`src/pkg/spidc_pkg.sv`:
```
package spidc_pkg;
   // Register byte addresses
   localparam logic [31:0] ADDR_RX = 32'h4002c004;
   localparam logic [31:0] ADDR_TX = 32'h4002c008;
   localparam logic [31:0] ADDR_DIV = 32'h4002c00c;
   localparam logic [31:0] ADDR_CON = 32'h4002c010;
   localparam logic [31:0] ADDR_STAT = 32'h4002c014;
   localparam logic [31:0] ADDR_MASK = 32'h4002c018;
   localparam logic [31:0] ADDR_CTRL = 32'h4002c01c;
   // Reset value and readable bits of the divider register
   localparam logic [15:0] REG_RST = 16'h0000;
   localparam logic [15:0] DIV_RMASK = 16'h01ff;
   // Divider register fields
   localparam int DIV_W = 6;
   localparam int CSRST_BIT = 7;
   localparam int CSIRQ_BIT = 8;
   // Configuration register fields
   localparam int THR_LSB = 14;
   localparam int TX_FIFO_FLUSH_BIT = 13;
   localparam int RFLUSH_BIT = 12;
   localparam int CONTINUOUS_TRANSFER_MODE_BIT = 11;
   // Control register fields
   localparam int EN_BIT = 0;
   localparam int MST_BIT = 1;
   localparam int DMA_BIT = 2;
   // Status register: sticky events, then fill levels
   localparam int ST_TX = 0;
   localparam int ST_RX = 1;
   localparam int ST_CS_ABORT_ERROR_FLAG = 2;
   localparam int ST_CSFALL = 3;
   localparam int ST_CSRISE = 4;
   localparam int ST_W = 5;
   localparam int ST_TXCNT_LSB = 5;
   localparam int ST_RXCNT_LSB = 8;
   // Serial framing and FIFO size
   localparam int BYTE_W = 8;
   localparam int FIFO_DEPTH = 4;
   localparam logic [2:0] LAST_BIT = 3'h7;
   // Serial engine states
   typedef enum logic [1:0] {
      SPIDC_IDLE = 2'b00,
      SPIDC_SHIFT = 2'b01,
      SPIDC_GAP = 2'b10
   } spidc_state_t;
endpackage : spidc_pkg

```
`src/pkg/spidc_fifo_if.sv`:
```
`timescale 1ns/100ps
interface spidc_fifo_if #(
   parameter int W = 8,
   parameter int DEPTH = 4
);
   localparam int CW = $clog2(DEPTH + 1);
   // Fill side, drain side and flush
   logic push;
   logic pop;
   logic flush;
   logic [W-1:0] wdata;
   logic [W-1:0] rdata;
   logic [CW-1:0] count;
   logic full;
   logic empty;
   modport fifo (input push, pop, flush, wdata,
                 output rdata, count, full, empty);
   modport user (output push, pop, flush, wdata,
                 input rdata, count, full, empty);
endinterface : spidc_fifo_if

```
`src/rtl/spidc_port.sv`:
```
`timescale 1ns/100ps
// Functional notes
// - Receive data bits 15:8 hold a second byte only in DMA mode, else zero.
// - Transmit data bits 15:8 are a second byte only in DMA mode.
// - With edge enable set in continuous mode, each select edge sets a flag.
// - The select edge enable does nothing outside continuous mode.
// - With counter reset set, a select error clears the bit counter.
// - With counter reset clear, a select error keeps the bit count.
// - The serial clock period is 2 x (divider + 1) bus clocks, from a 6-bit divider field.
// - The transmit event fires after 1 to 4 bytes per threshold field.
// - The receive event fires at 1 to 3 held bytes, or at full for 11.
// - With transmit flush clear the transmit FIFO runs normally.
// - In the slave role, select leaving before a full byte flags an error, which interrupts when its mask bit is set.
// - Continuous master transfers keep select low while data remains.
// - While transmit flush is set, transmit FIFO writes are ignored.
module spidc_port (
   // Clock and reset
   input logic pclk,
   input logic presetn,
   // APB slave
   input logic psel,
   input logic penable,
   input logic pwrite,
   input logic [31:0] paddr,
   input logic [31:0] pwdata,
   output logic [31:0] prdata,
   output logic pready,
   output logic pslverr,
   // Serial pins, master role
   output logic mst_sclk,
   output logic mst_mosi,
   output logic mst_cs_n,
   input logic mst_miso,
   // Serial pins, slave role
   input logic slv_sclk,
   input logic slv_mosi,
   input logic slv_cs_n,
   output logic slv_miso,
   output logic slv_miso_en,
   // Interrupt
   output logic irq
);
   typedef struct packed {
      logic [15:0] div;
      logic [15:0] con;
      logic [15:0] ctrl;
      logic [spidc_pkg::ST_W-1:0] stat;
      logic [spidc_pkg::ST_W-1:0] mask;
      logic [31:0] prdata;
      logic pready;
      logic pslverr;
      logic half;
      logic [7:0] lo;
      spidc_pkg::spidc_state_t st;
      logic [2:0] bitc;
      logic [7:0] sh;
      logic [1:0] txn;
      logic sclk;
      logic mosi;
      logic cs_n;
      logic miso;
      logic miso_en;
      logic cs_prev;
      logic sclk_prev;
      logic irq;
   } spidc_port_t;
   spidc_port_t q, d;

   spidc_fifo_if #(.W(spidc_pkg::BYTE_W), .DEPTH(spidc_pkg::FIFO_DEPTH)) txf();
   spidc_fifo_if #(.W(spidc_pkg::BYTE_W), .DEPTH(spidc_pkg::FIFO_DEPTH)) rxf();

   logic tick, acc, en, mst, dma, continuous_transfer_mode, tx_fifo_flush, rflush, csen, csrst;
   logic byte_done, cs_err, cs_line, cs_fall_ev, cs_rise_ev;
   logic slv_rise, slv_fall, rx_hit;
   logic [1:0] thr;
   logic [7:0] rx_byte, next_tx;
   logic [spidc_pkg::ST_W-1:0] ev, w1c;

   // Byte queues in both directions
   spidc_fifo #(.W(spidc_pkg::BYTE_W), .DEPTH(spidc_pkg::FIFO_DEPTH))
      u_txf (.pclk(pclk), .presetn(presetn), .f(txf.fifo));
   spidc_fifo #(.W(spidc_pkg::BYTE_W), .DEPTH(spidc_pkg::FIFO_DEPTH))
      u_rxf (.pclk(pclk), .presetn(presetn), .f(rxf.fifo));

   // Serial clock half-period timer
   spidc_clkdiv #(.DW(spidc_pkg::DIV_W)) u_div (
      .pclk(pclk),
      .presetn(presetn),
      .run(q.st == spidc_pkg::SPIDC_SHIFT || q.st == spidc_pkg::SPIDC_GAP),
      .div(q.div[spidc_pkg::DIV_W-1:0]),
      .tick(tick)
   );

   // Configuration decode
   assign en = q.ctrl[spidc_pkg::EN_BIT];
   assign mst = q.ctrl[spidc_pkg::MST_BIT];
   assign dma = q.ctrl[spidc_pkg::DMA_BIT];
   assign continuous_transfer_mode = q.con[spidc_pkg::CONTINUOUS_TRANSFER_MODE_BIT];
   assign tx_fifo_flush = q.con[spidc_pkg::TX_FIFO_FLUSH_BIT];
   assign rflush = q.con[spidc_pkg::RFLUSH_BIT];
   assign thr = q.con[spidc_pkg::THR_LSB+:2];
   assign csen = q.div[spidc_pkg::CSIRQ_BIT];
   assign csrst = q.div[spidc_pkg::CSRST_BIT];
   assign acc = psel && penable && !q.pready;
   assign cs_line = mst ? q.cs_n : slv_cs_n;
   assign slv_rise = slv_sclk && !q.sclk_prev;
   assign slv_fall = !slv_sclk && q.sclk_prev;

   always_comb
   begin
      d = q;
      txf.push = 1'b0;
      txf.pop = 1'b0;
      txf.wdata = '0;
      rxf.push = 1'b0;
      rxf.pop = 1'b0;
      rxf.wdata = '0;
      txf.flush = tx_fifo_flush;
      rxf.flush = rflush;
      byte_done = 1'b0;
      cs_err = 1'b0;
      rx_byte = '0;
      w1c = '0;
      ev = '0;
      next_tx = txf.empty ? 8'h00 : txf.rdata;
      d.pready = 1'b0;
      d.pslverr = 1'b0;
      // Bus side: every access answers after one wait cycle, DMA data two
      if (acc)
      begin
         if (dma && !q.half &&
             (paddr == spidc_pkg::ADDR_RX || paddr == spidc_pkg::ADDR_TX))
         begin
            // First half of a half-word FIFO access moves the low byte
            d.half = 1'b1;
            if (pwrite && paddr == spidc_pkg::ADDR_TX)
            begin
               txf.push = !tx_fifo_flush;
               txf.wdata = pwdata[7:0];
            end
            else if (!pwrite && paddr == spidc_pkg::ADDR_RX)
            begin
               rxf.pop = 1'b1;
               d.lo = rxf.empty ? 8'h00 : rxf.rdata;
            end
         end
         else
         begin
            d.half = 1'b0;
            d.pready = 1'b1;
            d.prdata = '0;
            if (paddr == spidc_pkg::ADDR_RX)
            begin
               if (!pwrite)
               begin
                  rxf.pop = 1'b1;
                  d.prdata[7:0] = dma ? q.lo : rxf.rdata & {8{!rxf.empty}};
                  if (dma)
                     d.prdata[15:8] = rxf.empty ? 8'h00 : rxf.rdata;
               end
            end
            else if (paddr == spidc_pkg::ADDR_TX)
            begin
               if (pwrite)
               begin
                  txf.push = !tx_fifo_flush;
                  txf.wdata = dma ? pwdata[15:8] : pwdata[7:0];
               end
            end
            else if (paddr == spidc_pkg::ADDR_DIV)
            begin
               if (pwrite)
                  d.div = pwdata[15:0] & spidc_pkg::DIV_RMASK;
               d.prdata[15:0] = q.div;
            end
            else if (paddr == spidc_pkg::ADDR_CON)
            begin
               if (pwrite)
                  d.con = pwdata[15:0];
               d.prdata[15:0] = q.con;
            end
            else if (paddr == spidc_pkg::ADDR_CTRL)
            begin
               if (pwrite)
                  d.ctrl = pwdata[15:0];
               d.prdata[15:0] = q.ctrl;
            end
            else if (paddr == spidc_pkg::ADDR_STAT)
            begin
               if (pwrite)
                  w1c = pwdata[spidc_pkg::ST_W-1:0];
               d.prdata[spidc_pkg::ST_W-1:0] = q.stat;
               d.prdata[spidc_pkg::ST_TXCNT_LSB+:3] = txf.count;
               d.prdata[spidc_pkg::ST_RXCNT_LSB+:3] = rxf.count;
            end
            else if (paddr == spidc_pkg::ADDR_MASK)
            begin
               if (pwrite)
                  d.mask = pwdata[spidc_pkg::ST_W-1:0];
               d.prdata[spidc_pkg::ST_W-1:0] = q.mask;
            end
            else
               d.pslverr = 1'b1;
         end
      end
      // Master engine, MSB first, sample on rising serial edge
      d.sclk_prev = slv_sclk;
      case (q.st)
         spidc_pkg::SPIDC_IDLE:
         begin
            d.cs_n = 1'b1;
            d.sclk = 1'b0;
            if (en && mst && !txf.empty && !tx_fifo_flush)
            begin
               txf.pop = 1'b1;
               d.sh = txf.rdata;
               d.mosi = txf.rdata[7];
               d.cs_n = 1'b0;
               d.bitc = '0;
               d.st = spidc_pkg::SPIDC_SHIFT;
            end
         end
         spidc_pkg::SPIDC_SHIFT:
         begin
            if (tick && !q.sclk)
            begin
               d.sclk = 1'b1;
               d.sh = {q.sh[6:0], mst_miso};
            end
            else if (tick)
            begin
               d.sclk = 1'b0;
               if (q.bitc == spidc_pkg::LAST_BIT)
               begin
                  byte_done = 1'b1;
                  rx_byte = q.sh;
                  d.bitc = '0;
                  if (continuous_transfer_mode && !txf.empty && !tx_fifo_flush)
                  begin
                     // Select stays low while data remains
                     txf.pop = 1'b1;
                     d.sh = txf.rdata;
                     d.mosi = txf.rdata[7];
                  end
                  else
                  begin
                     d.cs_n = 1'b1;
                     d.st = spidc_pkg::SPIDC_GAP;
                  end
               end
               else
               begin
                  d.bitc = q.bitc + 3'h1;
                  d.mosi = q.sh[7];
               end
            end
         end
         spidc_pkg::SPIDC_GAP:
            // One serial half period of stall between transfers
            if (tick)
               d.st = spidc_pkg::SPIDC_IDLE;
         default:
            d.st = spidc_pkg::SPIDC_IDLE;
      endcase
      if (!en || !mst)
      begin
         d.st = spidc_pkg::SPIDC_IDLE;
         d.cs_n = 1'b1;
         d.sclk = 1'b0;
      end
      // Slave engine, pins taken as synchronous
      d.miso_en = en && !mst && !slv_cs_n;
      if (en && !mst)
      begin
         if (!slv_cs_n && q.cs_prev && q.bitc == '0)
         begin
            txf.pop = 1'b1;
            d.sh = next_tx;
            d.miso = next_tx[7];
         end
         else if (!slv_cs_n && slv_rise)
         begin
            if (q.bitc == spidc_pkg::LAST_BIT)
            begin
               byte_done = 1'b1;
               rx_byte = {q.sh[6:0], slv_mosi};
               d.bitc = '0;
               txf.pop = 1'b1;
               d.sh = next_tx;
               d.miso = next_tx[7];
            end
            else
            begin
               d.bitc = q.bitc + 3'h1;
               d.sh = {q.sh[6:0], slv_mosi};
            end
         end
         else if (!slv_cs_n && slv_fall)
            d.miso = q.sh[7];
         if (slv_cs_n && !q.cs_prev && q.bitc != '0)
         begin
            cs_err = 1'b1;
            // Keeping the count lets a resumed frame finish the byte
            if (csrst)
               d.bitc = '0;
            else
               d.bitc = q.bitc;
         end
      end
      // Received bytes; a full queue drops the new byte
      rx_hit = byte_done && !rflush && (rxf.count >= {1'b0, thr});
      if (byte_done && !rflush)
      begin
         rxf.push = 1'b1;
         rxf.wdata = rx_byte;
      end
      // Transmit event after the programmed number of bytes
      if (byte_done)
      begin
         if (q.txn == thr)
         begin
            ev[spidc_pkg::ST_TX] = 1'b1;
            d.txn = '0;
         end
         else
            d.txn = q.txn + 2'h1;
      end
      ev[spidc_pkg::ST_RX] = rx_hit;
      ev[spidc_pkg::ST_CS_ABORT_ERROR_FLAG] = cs_err;
      // Select edges only count in continuous mode with the enable
      d.cs_prev = cs_line;
      cs_fall_ev = continuous_transfer_mode && csen && q.cs_prev && !cs_line;
      cs_rise_ev = continuous_transfer_mode && csen && !q.cs_prev && cs_line;
      ev[spidc_pkg::ST_CSFALL] = cs_fall_ev;
      ev[spidc_pkg::ST_CSRISE] = cs_rise_ev;
      // Set wins over a same-cycle write-one clear
      d.stat = (q.stat & ~w1c) | ev;
      d.irq = |(d.stat & d.mask);
   end

   // All state in one register; zero after reset except select and its last sample, which reset high
   always_ff @(posedge pclk or negedge presetn)
      if (!presetn)
      begin
         q <= '0;
         q.cs_n <= 1'b1;
         q.cs_prev <= 1'b1;
      end
      else
         q <= d;

   // Outputs straight from flip-flops
   assign prdata = q.prdata;
   assign pready = q.pready;
   assign pslverr = q.pslverr;
   assign mst_sclk = q.sclk;
   assign mst_mosi = q.mosi;
   assign mst_cs_n = q.cs_n;
   assign slv_miso = q.miso;
   assign slv_miso_en = q.miso_en;
   assign irq = q.irq;
endmodule : spidc_port

```
`src/rtl/spidc_fifo.sv`:
```
`timescale 1ns/100ps
module spidc_fifo #(
   parameter int W = 8,
   parameter int DEPTH = 4
) (
   // Clock and reset
   input logic pclk,
   input logic presetn,
   // FIFO port
   spidc_fifo_if.fifo f
);
   localparam int PW = $clog2(DEPTH);
   localparam int CW = $clog2(DEPTH + 1);
   typedef struct packed {
      logic [DEPTH-1:0][W-1:0] mem;
      logic [PW-1:0] wp;
      logic [PW-1:0] rp;
      logic [CW-1:0] cnt;
   } spidc_fifo_t;
   spidc_fifo_t q, d;
   logic do_push, do_pop;

   // Pointers wrap naturally, so depth must be a power of two
   always_comb
   begin
      d = q;
      do_push = f.push && (q.cnt != CW'(DEPTH));
      do_pop = f.pop && (q.cnt != '0);
      if (f.flush)
      begin
         d.wp = '0;
         d.rp = '0;
         d.cnt = '0;
      end
      else
      begin
         if (do_push)
         begin
            d.mem[q.wp] = f.wdata;
            d.wp = q.wp + PW'(1);
         end
         if (do_pop)
            d.rp = q.rp + PW'(1);
         d.cnt = q.cnt + CW'(do_push) - CW'(do_pop);
      end
   end

   always_ff @(posedge pclk or negedge presetn)
      if (!presetn)
         q <= '0;
      else
         q <= d;

   // Head of queue is visible before the pop
   assign f.rdata = q.mem[q.rp];
   assign f.count = q.cnt;
   assign f.full = (q.cnt == CW'(DEPTH));
   assign f.empty = (q.cnt == '0);
endmodule : spidc_fifo

```
`src/rtl/spidc_clkdiv.sv`:
```
`timescale 1ns/100ps
module spidc_clkdiv #(
   parameter int DW = 6
) (
   // Clock and reset
   input logic pclk,
   input logic presetn,
   // Control
   input logic run,
   input logic [DW-1:0] div,
   // One pulse per serial half period
   output logic tick
);
   typedef struct packed {
      logic [DW-1:0] cnt;
   } spidc_div_t;
   spidc_div_t q, d;

   // Count restarts whenever the engine is idle, so phase is clean
   always_comb
   begin
      d = q;
      tick = run && (q.cnt == div);
      if (!run || tick)
         d.cnt = '0;
      else
         d.cnt = q.cnt + DW'(1);
   end

   always_ff @(posedge pclk or negedge presetn)
      if (!presetn)
         q <= '0;
      else
         q <= d;
endmodule : spidc_clkdiv

```
`config.mk`:
```
export PLATFORM = sky130hd
export DESIGN_NAME = spidc_port
export DESIGN_NICKNAME = d
export VERILOG_FILES = /design/src/pkg/spidc_pkg.sv /design/src/pkg/spidc_fifo_if.sv /design/src/rtl/spidc_port.sv /design/src/rtl/spidc_fifo.sv /design/src/rtl/spidc_clkdiv.sv
export SDC_FILE = /design/constraint.sdc
export NUM_CORES = 1
export LEC_CHECK = 0
export CELL_PAD_IN_SITES_DETAIL_PLACEMENT = 1
export CELL_PAD_IN_SITES_GLOBAL_PLACEMENT = 1
export CORE_MARGIN = 2
export CORE_UTILIZATION = 46
export CTS_CLUSTER_DIAMETER = 150
export DETAILED_ROUTE_END_ITERATION = 7
export DONT_BUFFER_PORTS = 1
export PLACE_DENSITY = 0.76
export SLEW_MARGIN = 15
export SYNTH_ARGS = -nofsm -noshare
export SYNTH_HDL_FRONTEND = slang
export SYNTH_SLANG_ARGS = --single-unit
```
`constraint.sdc`:
```
create_clock -name pclk -period 2.9 [get_ports pclk]
set_input_delay 0 -clock pclk [delete_from_list [all_inputs] [get_ports pclk]]
set_output_delay 0 -clock pclk [all_outputs]
set_load 0.05 [all_outputs]
```
==> summary.md, run 1 <==
| Metric | Value |
|---|---|
| Top FF cell, synth | `dfrtp_1` |
| IO Count | `~110` |
| Worst path required time | `3230 ps` |
| DR DRC count | `0` |
| DIE HEIGHT | `153 µm` |
| Footprint of the multi-input gates | `between 5000 and 6000 µm²` |
| Core Area | `between 20,000 and 25,000 µm²` |
| GR Overflow Total | `0` |
| Number of fill cells | `2,342` |
| CP Max Fanout | `4` |
| Status | `finished with violations` |
| Cell area after placement | `approximately 11,000 µm²` |
| Clk Latency, worst-skew pair | `450 ps` |
| Post-Synthesis Mean Instance Area | `about 11 µm²` |
| Pwr/cell area | `~460 nW/µm²` |
| Starting Density | `46.6%` |
| Failing checks | `negative hold slack` |
| HPWL Detailed | `about 21,000 µm` |
| Total CTS buffers | `17` |
| Rows | `54` |
| First-pass GRT wire length | `between 40,000 and 50,000 µm` |
| Clock slew at reported path FFs | `70 ps` |
| H-tree depth | `4` |
| Static Leak | `5.21 nW` |
| CTS root buf | `clkbuf_16` |
| Relative slew slack | `a little under half` |
| Design area | `~11,000 µm²` |
| WL/cell | `between 20 and 25 µm` |
| Drt total wl | `~30,000 µm` |
| DRT iter0 DRCs | `608` |
| Vias per cell | `roughly 6` |
| Fmax achieved | `between 300 and 400 MHz` |
| Initial antenna violation count | `1` |
| Nets | `roughly 1,100` |
| RSZ-0062 raised after global routing | `true` |
| Crit share post-route | `97.6%` |
| Area growth syn-to-layout | `13.3%` |
| Kind of end point of the critical path | `flip-flop` |
| Final-report setup violation count | `0` |
| Register cell area after layout | `roughly 4600 µm²` |
| Final Util | `~53%` |
| Clock buffer depth | `2` |
| Share of cells above drive strength 1 | `22.0%` |
| Worst EP arrival | `about 3200 ps` |
| TritonCTS clock tree | `done` |
| Synth top cells by count | `dfrtp_1, nand2_1, mux2_2` |
| Sequential fraction of the synthesis area | `a little under half` |
| Die Area | `roughly 23,000 µm²` |
| Die W | `around 150 µm` |
| Sink Count | `~190` |
| Top area cells in the synthesized netlist | `dfrtp_1, mux2_2, mux4_2, mux2_1, nand2_1` |
| Maximum VDD drop | `approximately 0.29 mV` |
| Worst setup SP type | `flip-flop` |
| Setup CP Type | `flip-flop to flip-flop` |
| Buffers on Ports | `0` |
| Count leader, synth | `dfrtp_1` |
| Async set-reset flop share out of synthesis | `100%` |
| Largest net degree at the start of global routing | `~190` |
| Cell area after synthesis | `approximately 10,000 µm²` |
| Number of enable flip-flop cells after synthesis | `0` |
| Post-synthesis instance total | `951` |
| Final-report hold violation count | `between 150 and 200` |
| Synth cell types | `71` |
| Synthesized flop and latch total | `approximately 190` |
| Max-slew violation count | `0` |
| Layout Skew | `8.63 ps` |
| Total Routing Usage GR | `between 20% and 30%` |
| Vias | `7,798` |
| Hold_buf cts | `27` |
| MaxCap Viol Count | `0` |
| Synth area leader | `dfrtp_1` |
| Worst Hold Class | `input port to asynchronous set/reset pin` |
| Number of routed nets with antenna violations | `0` |
| Final min period | `around 2800 ps` |
| Vias in the first global route | `roughly 8,400` |
| Warnings, synthesis | `0` |
| Routability congestion estimate | `roughly 0.86` |
| Worst slew pin tran | `816 ps` |
| Synth top area share | `45.1%` |
| Drt first pass iters | `7` |
| Worst Hold Slack | `-756 ps` |
## logic make-up after synthesis
logic type	Yosys count	synth area share, %
and+or+nand+nor	270	13.4
AOI/OAI and AO/OA	189	13.9
DFF	185	45.6
buffers and inverters	132	6.16
muxes	129	16.0
adders and majority gates	23	2.98
xor gates and xnor gates	22	1.90
other	1	0.0370
## placed cells by master (no fill, tap or decap), drive strengths merged, types with 5 or more instances in the layout
| master | instances |
|---|---|
| dfrtp | 183 |
| mux2 | 108 |
| nand2 | 83 |
| nor2 | 63 |
| buf | 60 |
| inv | 58 |
| o21ai | 46 |
| dlygate4sd3 | 27 |
| a21oi | 27 |
| nor3 | 24 |
| a22oi | 21 |
| ha | 21 |
| clkbuf | 20 |
| mux4 | 16 |
| conb | 16 |
| xnor2 | 15 |
| nand3 | 15 |
| nor4 | 14 |
| o32ai | 14 |
| o22a | 11 |
| a222oi | 11 |
| nand4 | 10 |
| o31ai | 10 |
| and2 | 10 |
| a31oi | 9 |
| nor2b | 7 |
| xor2 | 7 |
| a22o | 7 |
| nor4b | 6 |
| or3 | 6 |
| mux2i | 5 |
| or2 | 5 |
| a211oi | 5 |
| and3 | 5 |
| clkinv | 5 |
## what timing repair did
action / 4_1_cts / 5_1_grt
setup endpoints to repair: 1 / 21
setup buffers: 0 / 1
pin swaps: 0 / 5
resized for setup: 2 / 13
endpoints found under the hold margin: 268 / 185
## worst paths after layout
kind | from | slack, ps | depth (start not counted) | endpoint
max | q[18] | 70 | 13 | u_txf.f.count[2]
min | presetn | -760 | 0 | dma
max reg2reg | q[18] | 70 | 13 | u_txf.f.count[2]
min reg2reg | q[100] | 490 | 2 | q[100]
max in group asynchronous | presetn | 3320 | 0 | mst_cs_n
min in group pclk | paddr[3] | 40 | 3 | prdata[6]
## worst max-delay path, cell delays in order (launching register included)
cell	delay [ps]
dfrtp_1	410
ha_2	220
ha_4	160
nand4_1	150
nor4_2	380
o21a_1	220
ha_1	240
inv_1	50
ha_1	120
inv_1	50
fa_2	330
xor2_1	190
xnor2_1	140
nor2_1	50
## cell type report
type / count / area share [%]
antenna: 1 / 0.0218
inverter: 54 / 1.76
multi-input combinational: 649 / 43.6
timing repair buffer: 87 / 6.38
clock inverter: 11 / 1.00
clock buffer: 20 / 3.88
tap: 280 / 3.05
sequential: 185 / 40.3
## per-layer routing
| layer | vias up | wire (µm) | track usage (%) |
|---|---|---|---|
| li1 | 3506 | - | - |
| met1 | 4006 | 12800 | 34.7 |
| met2 | 232 | 14700 | 43.3 |
| met3 | 54 | 1460 | 4.75 |
| met4 | 0 | 956 | 10.9 |
| met5 | - | 0 | 0 |
## power breakdown
part           total (mW)  internal (mW)  switching, mW
clock                2.29           1.22           1.08
combinational       0.242         0.0922          0.149
sequential           2.78           2.62          0.163
total                5.32           3.93           1.39
## through the flow
| step | std cells | total power, mW | setup slack [ps] | TNS [ps] |
|---|---|---|---|---|
| final | 1287 | 5.32 | 69.0 | 0 |
| after global routing | 1287 | 5.47 | -111 | -111 |
| after CTS | 1285 | 5.35 | 37.1 | 0 |
| after detailed placement | 1227 | 3.03 | -85.0 | -210 |
| after global placement | 1227 | 3.02 | -35.2 | -35.2 |
| after floorplan | 966 | 3.05 | 42.7 | 0 |
## state kept, by name, summed over array words and instances (netlist names), 3 cells and up
register       cells
q                 71
u_rxf.q           36
u_txf.q           36
prdata            16
u_div.q            6
u_rxf.f.count      3
u_txf.f.count      3
Note: power is estimated with default switching activity, not from simulation.
==> run 2: changes to the inputs <==
--- a/config.mk
+++ b/config.mk
@@ -8,11 +8,11 @@
 export CELL_PAD_IN_SITES_DETAIL_PLACEMENT = 1
 export CELL_PAD_IN_SITES_GLOBAL_PLACEMENT = 1
 export CORE_MARGIN = 2
-export CORE_UTILIZATION = 46
+export CORE_UTILIZATION = 31
 export CTS_CLUSTER_DIAMETER = 150
 export DETAILED_ROUTE_END_ITERATION = 7
 export DONT_BUFFER_PORTS = 1
-export PLACE_DENSITY = 0.76
+export PLACE_DENSITY = 0.54
 export SLEW_MARGIN = 15
 export SYNTH_ARGS = -nofsm -noshare
 export SYNTH_HDL_FRONTEND = slang
==> run 2 against run 1 <==
Net effect: the flow still finishes with violations (negative hold slack); routed wire length up 4.5%; setup slack better by 24 ps; sequential share of layout area down 1.2 points; maximum frequency up 0.84%; global-route usage down 7.3 points; first-iteration DRC count down 17%; total power up 3.5%; utilization down 16 points; non-clock buffer count up 10; design area up 3.0%; via count down 2.4%; critical path depth unchanged; highest routed layer is now met5.
==> summary.md, run 2 (synthesis results as in run 1) <==
| Metric | Value |
|---|---|
| Status | `finished with violations` |
| Failing checks | `negative hold slack` |
| Drt first pass iters | `5` |
| Worst EP arrival | `approximately 3100 ps` |
| CTS root buf | `clkbuf_16` |
| Relative slew slack | `around 43%` |
| # diodes | `0` |
| Reg-to-reg slack, setup | `roughly 93 ps` |
| Commonest cells after routing, fill and taps aside | `dfrtp_1, nand2_1, mux2_2, buf_4, nor2_1` |
| DIE HEIGHT | `roughly 180 µm` |
| Worst Setup SP | `q[18]` |
| TritonCTS clock tree | `done` |
| Die Area | `~34,000 µm²` |
| Most frequent CP cell | `ha_1` |
| Worst Hold Class | `input port to asynchronous set/reset pin` |
| Design area | `around 12,000 µm²` |
| Worst slew pin tran | `about 850 ps` |
| Hold_buf cts | `26` |
| Pwr/cell area | `between 400 and 500 nW/µm²` |
| Largest net degree at the start of global routing | `186` |
| Setup CP Type | `flip-flop to flip-flop` |
| Design Power | `5.51 mW` |
| Critical path endpoint | `u_txf.f.count[2]` |
| Core Area | `roughly 32,000 µm²` |
| Post-CTS Setup Bufs | `0` |
| Final min period | `between 2000 and 3000 ps` |
| Static Leak | `roughly 5.3 nW` |
| Vias per cell | `5.22` |
| Initial antenna violation count | `1` |
| IO Count | `113` |
| Sink Count | `approximately 190` |
| Drt total wl | `approximately 31,000 µm` |
| Maximum VDD drop | `approximately 0.41 mV` |
| CP Max Fanout | `4` |
| Total CTS buffers | `17` |
| Max reg flops | `between 70 and 80` |
| Final-report hold violation count | `approximately 190` |
| Clock buffer depth | `2` |
| Starting Density | `around a third` |
| Setup_tns | `0 ps` |
| Worst path required time | `3230 ps` |
| R2R cell count | `13` |
| GR Overflow Total | `0` |
| Buffers on Ports | `0` |
| Final-report setup violation count | `0` |
| First-pass GRT wire length | `~50,000 µm` |
| Area growth syn-to-layout | `16.7%` |
| Kind of end point of the critical path | `flip-flop` |
| Rows | `66` |
| Clock slew at reported path FFs | `about 70 ps` |
| Most common cell after layout, fill and taps aside | `dfrtp_1` |
| Crit share post-route | `a little over nine tenths` |
| Worst setup SP type | `flip-flop` |
| Largest Register | `q` |
| Routability congestion estimate | `about 0.8` |
| DRT iter0 DRCs | `around 500` |
| Critical path's largest stage delay | `between 400 and 500 ps` |
| RSZ-0062 raised after global routing | `true` |
| HPWL Detailed | `between 20,000 and 25,000 µm` |
| DR DRC count | `0` |
| Vias | `roughly 7,600` |
| Reg2Reg Launch Point | `q[18]` |
| Reg2reg end | `u_txf.f.count[2]` |
| Total Routing Usage GR | `19.1%` |
| Slowest CP cell | `dfrtp_1` |
| Vias in the first global route | `approximately 8,000` |
| Cell area after placement | `~11,000 µm²` |
| Max-slew violation count | `0` |
| Top flop regs | `q x71, u_rxf.q x36, u_txf.q x36` |
| Number of routed nets with antenna violations | `0` |
| MaxCap Viol Count | `0` |
| WL/cell | `~21 µm` |
| H-tree depth | `4` |
| Share of cells above drive strength 1 | `between 20% and 30%` |
| Layout Skew | `9.09 ps` |
| Fmax achieved | `356 MHz` |
| Final Util | `36.6%` |
| Die W | `185 µm` |
| Worst Hold Slack | `-738 ps` |
| Clk Latency, worst-skew pair | `between 400 and 500 ps` |
| Nets | `around 1,100` |
| Crit path cell chain | `ha_1 -> ha_1 -> a21oi_1 -> o21ai_1 -> o21a_1 -> ha_1 -> inv_1 -> ha_1 -> inv_1 -> fa_1 -> xor2_1 -> xnor2_1 -> nor2_1` |
[run 2: power by group]
| part | internal [mW] | switching [mW] | leakage (nW) | total (mW) |
|---|---|---|---|---|
| Sequential | 2.62 | 0.163 | 2.46 | 2.78 |
| Clock | 1.37 | 1.11 | 0.293 | 2.48 |
| Combinational | 0.0939 | 0.149 | 2.56 | 0.243 |
[run 2: layout make-up]
| class | instances | area (µm²) |
|---|---|---|
| multi-input combinational | 649 | 4980 |
| timing repair buffer | 97 | 868 |
| clock buffer | 18 | 429 |
| tap | 442 | 553 |
| sequential | 185 | 4630 |
| inverter | 54 | 203 |
| clock inverter | 14 | 171 |
| fill | 3619 | 20500 |
[run 2: metal layers]
metal	up-vias	global-route usage [%]	routed length, µm
met4	2	4.79	317
met2	135	31.1	14800
li1	3516	-	-
met5	-	0	13
met3	19	3.05	1060
met1	3939	26.5	15000
[run 2: through the flow]
stage               cells  worst slack (ps)  hold slack [ps]
floorplan             966              42.7             -296
global placement     1401             -59.5             -281
detailed placement   1401             -50.7             -282
CTS                  1459              22.3             -763
global route         1459             -72.3             -761
finish               1459              92.6             -738
[run 2: worst min path at each step]
stage                        from                       end  slack [ps]  cells past startpoint
final                     presetn               slv_miso_en        -740                      0
after global routing      presetn               slv_miso_en        -760                      0
after CTS                 presetn               slv_miso_en        -760                      0
after detailed placement  presetn               slv_miso_en        -280                      0
after global placement    presetn               slv_miso_en        -280                      0
after floorplan           presetn  continuous_transfer_mode        -300                      0
[run 2: critical path: cells and delay by family (launching register included)]
family | cells | cell delay, ps
adders and majority gates | 5 | 1240
buffers and inverters | 2 | 110
and+or+nand+nor | 1 | 60
xor gates and xnor gates | 2 | 310
DFF | 1 | 410
AOI/OAI and AO/OA | 3 | 560
[run 2: what timing repair did]
item,4_1_cts,5_1_grt
gates resized for setup,1,6
endpoints found under the setup margin,1,2
cloned,0,0
endpoints found under the hold margin,254,185
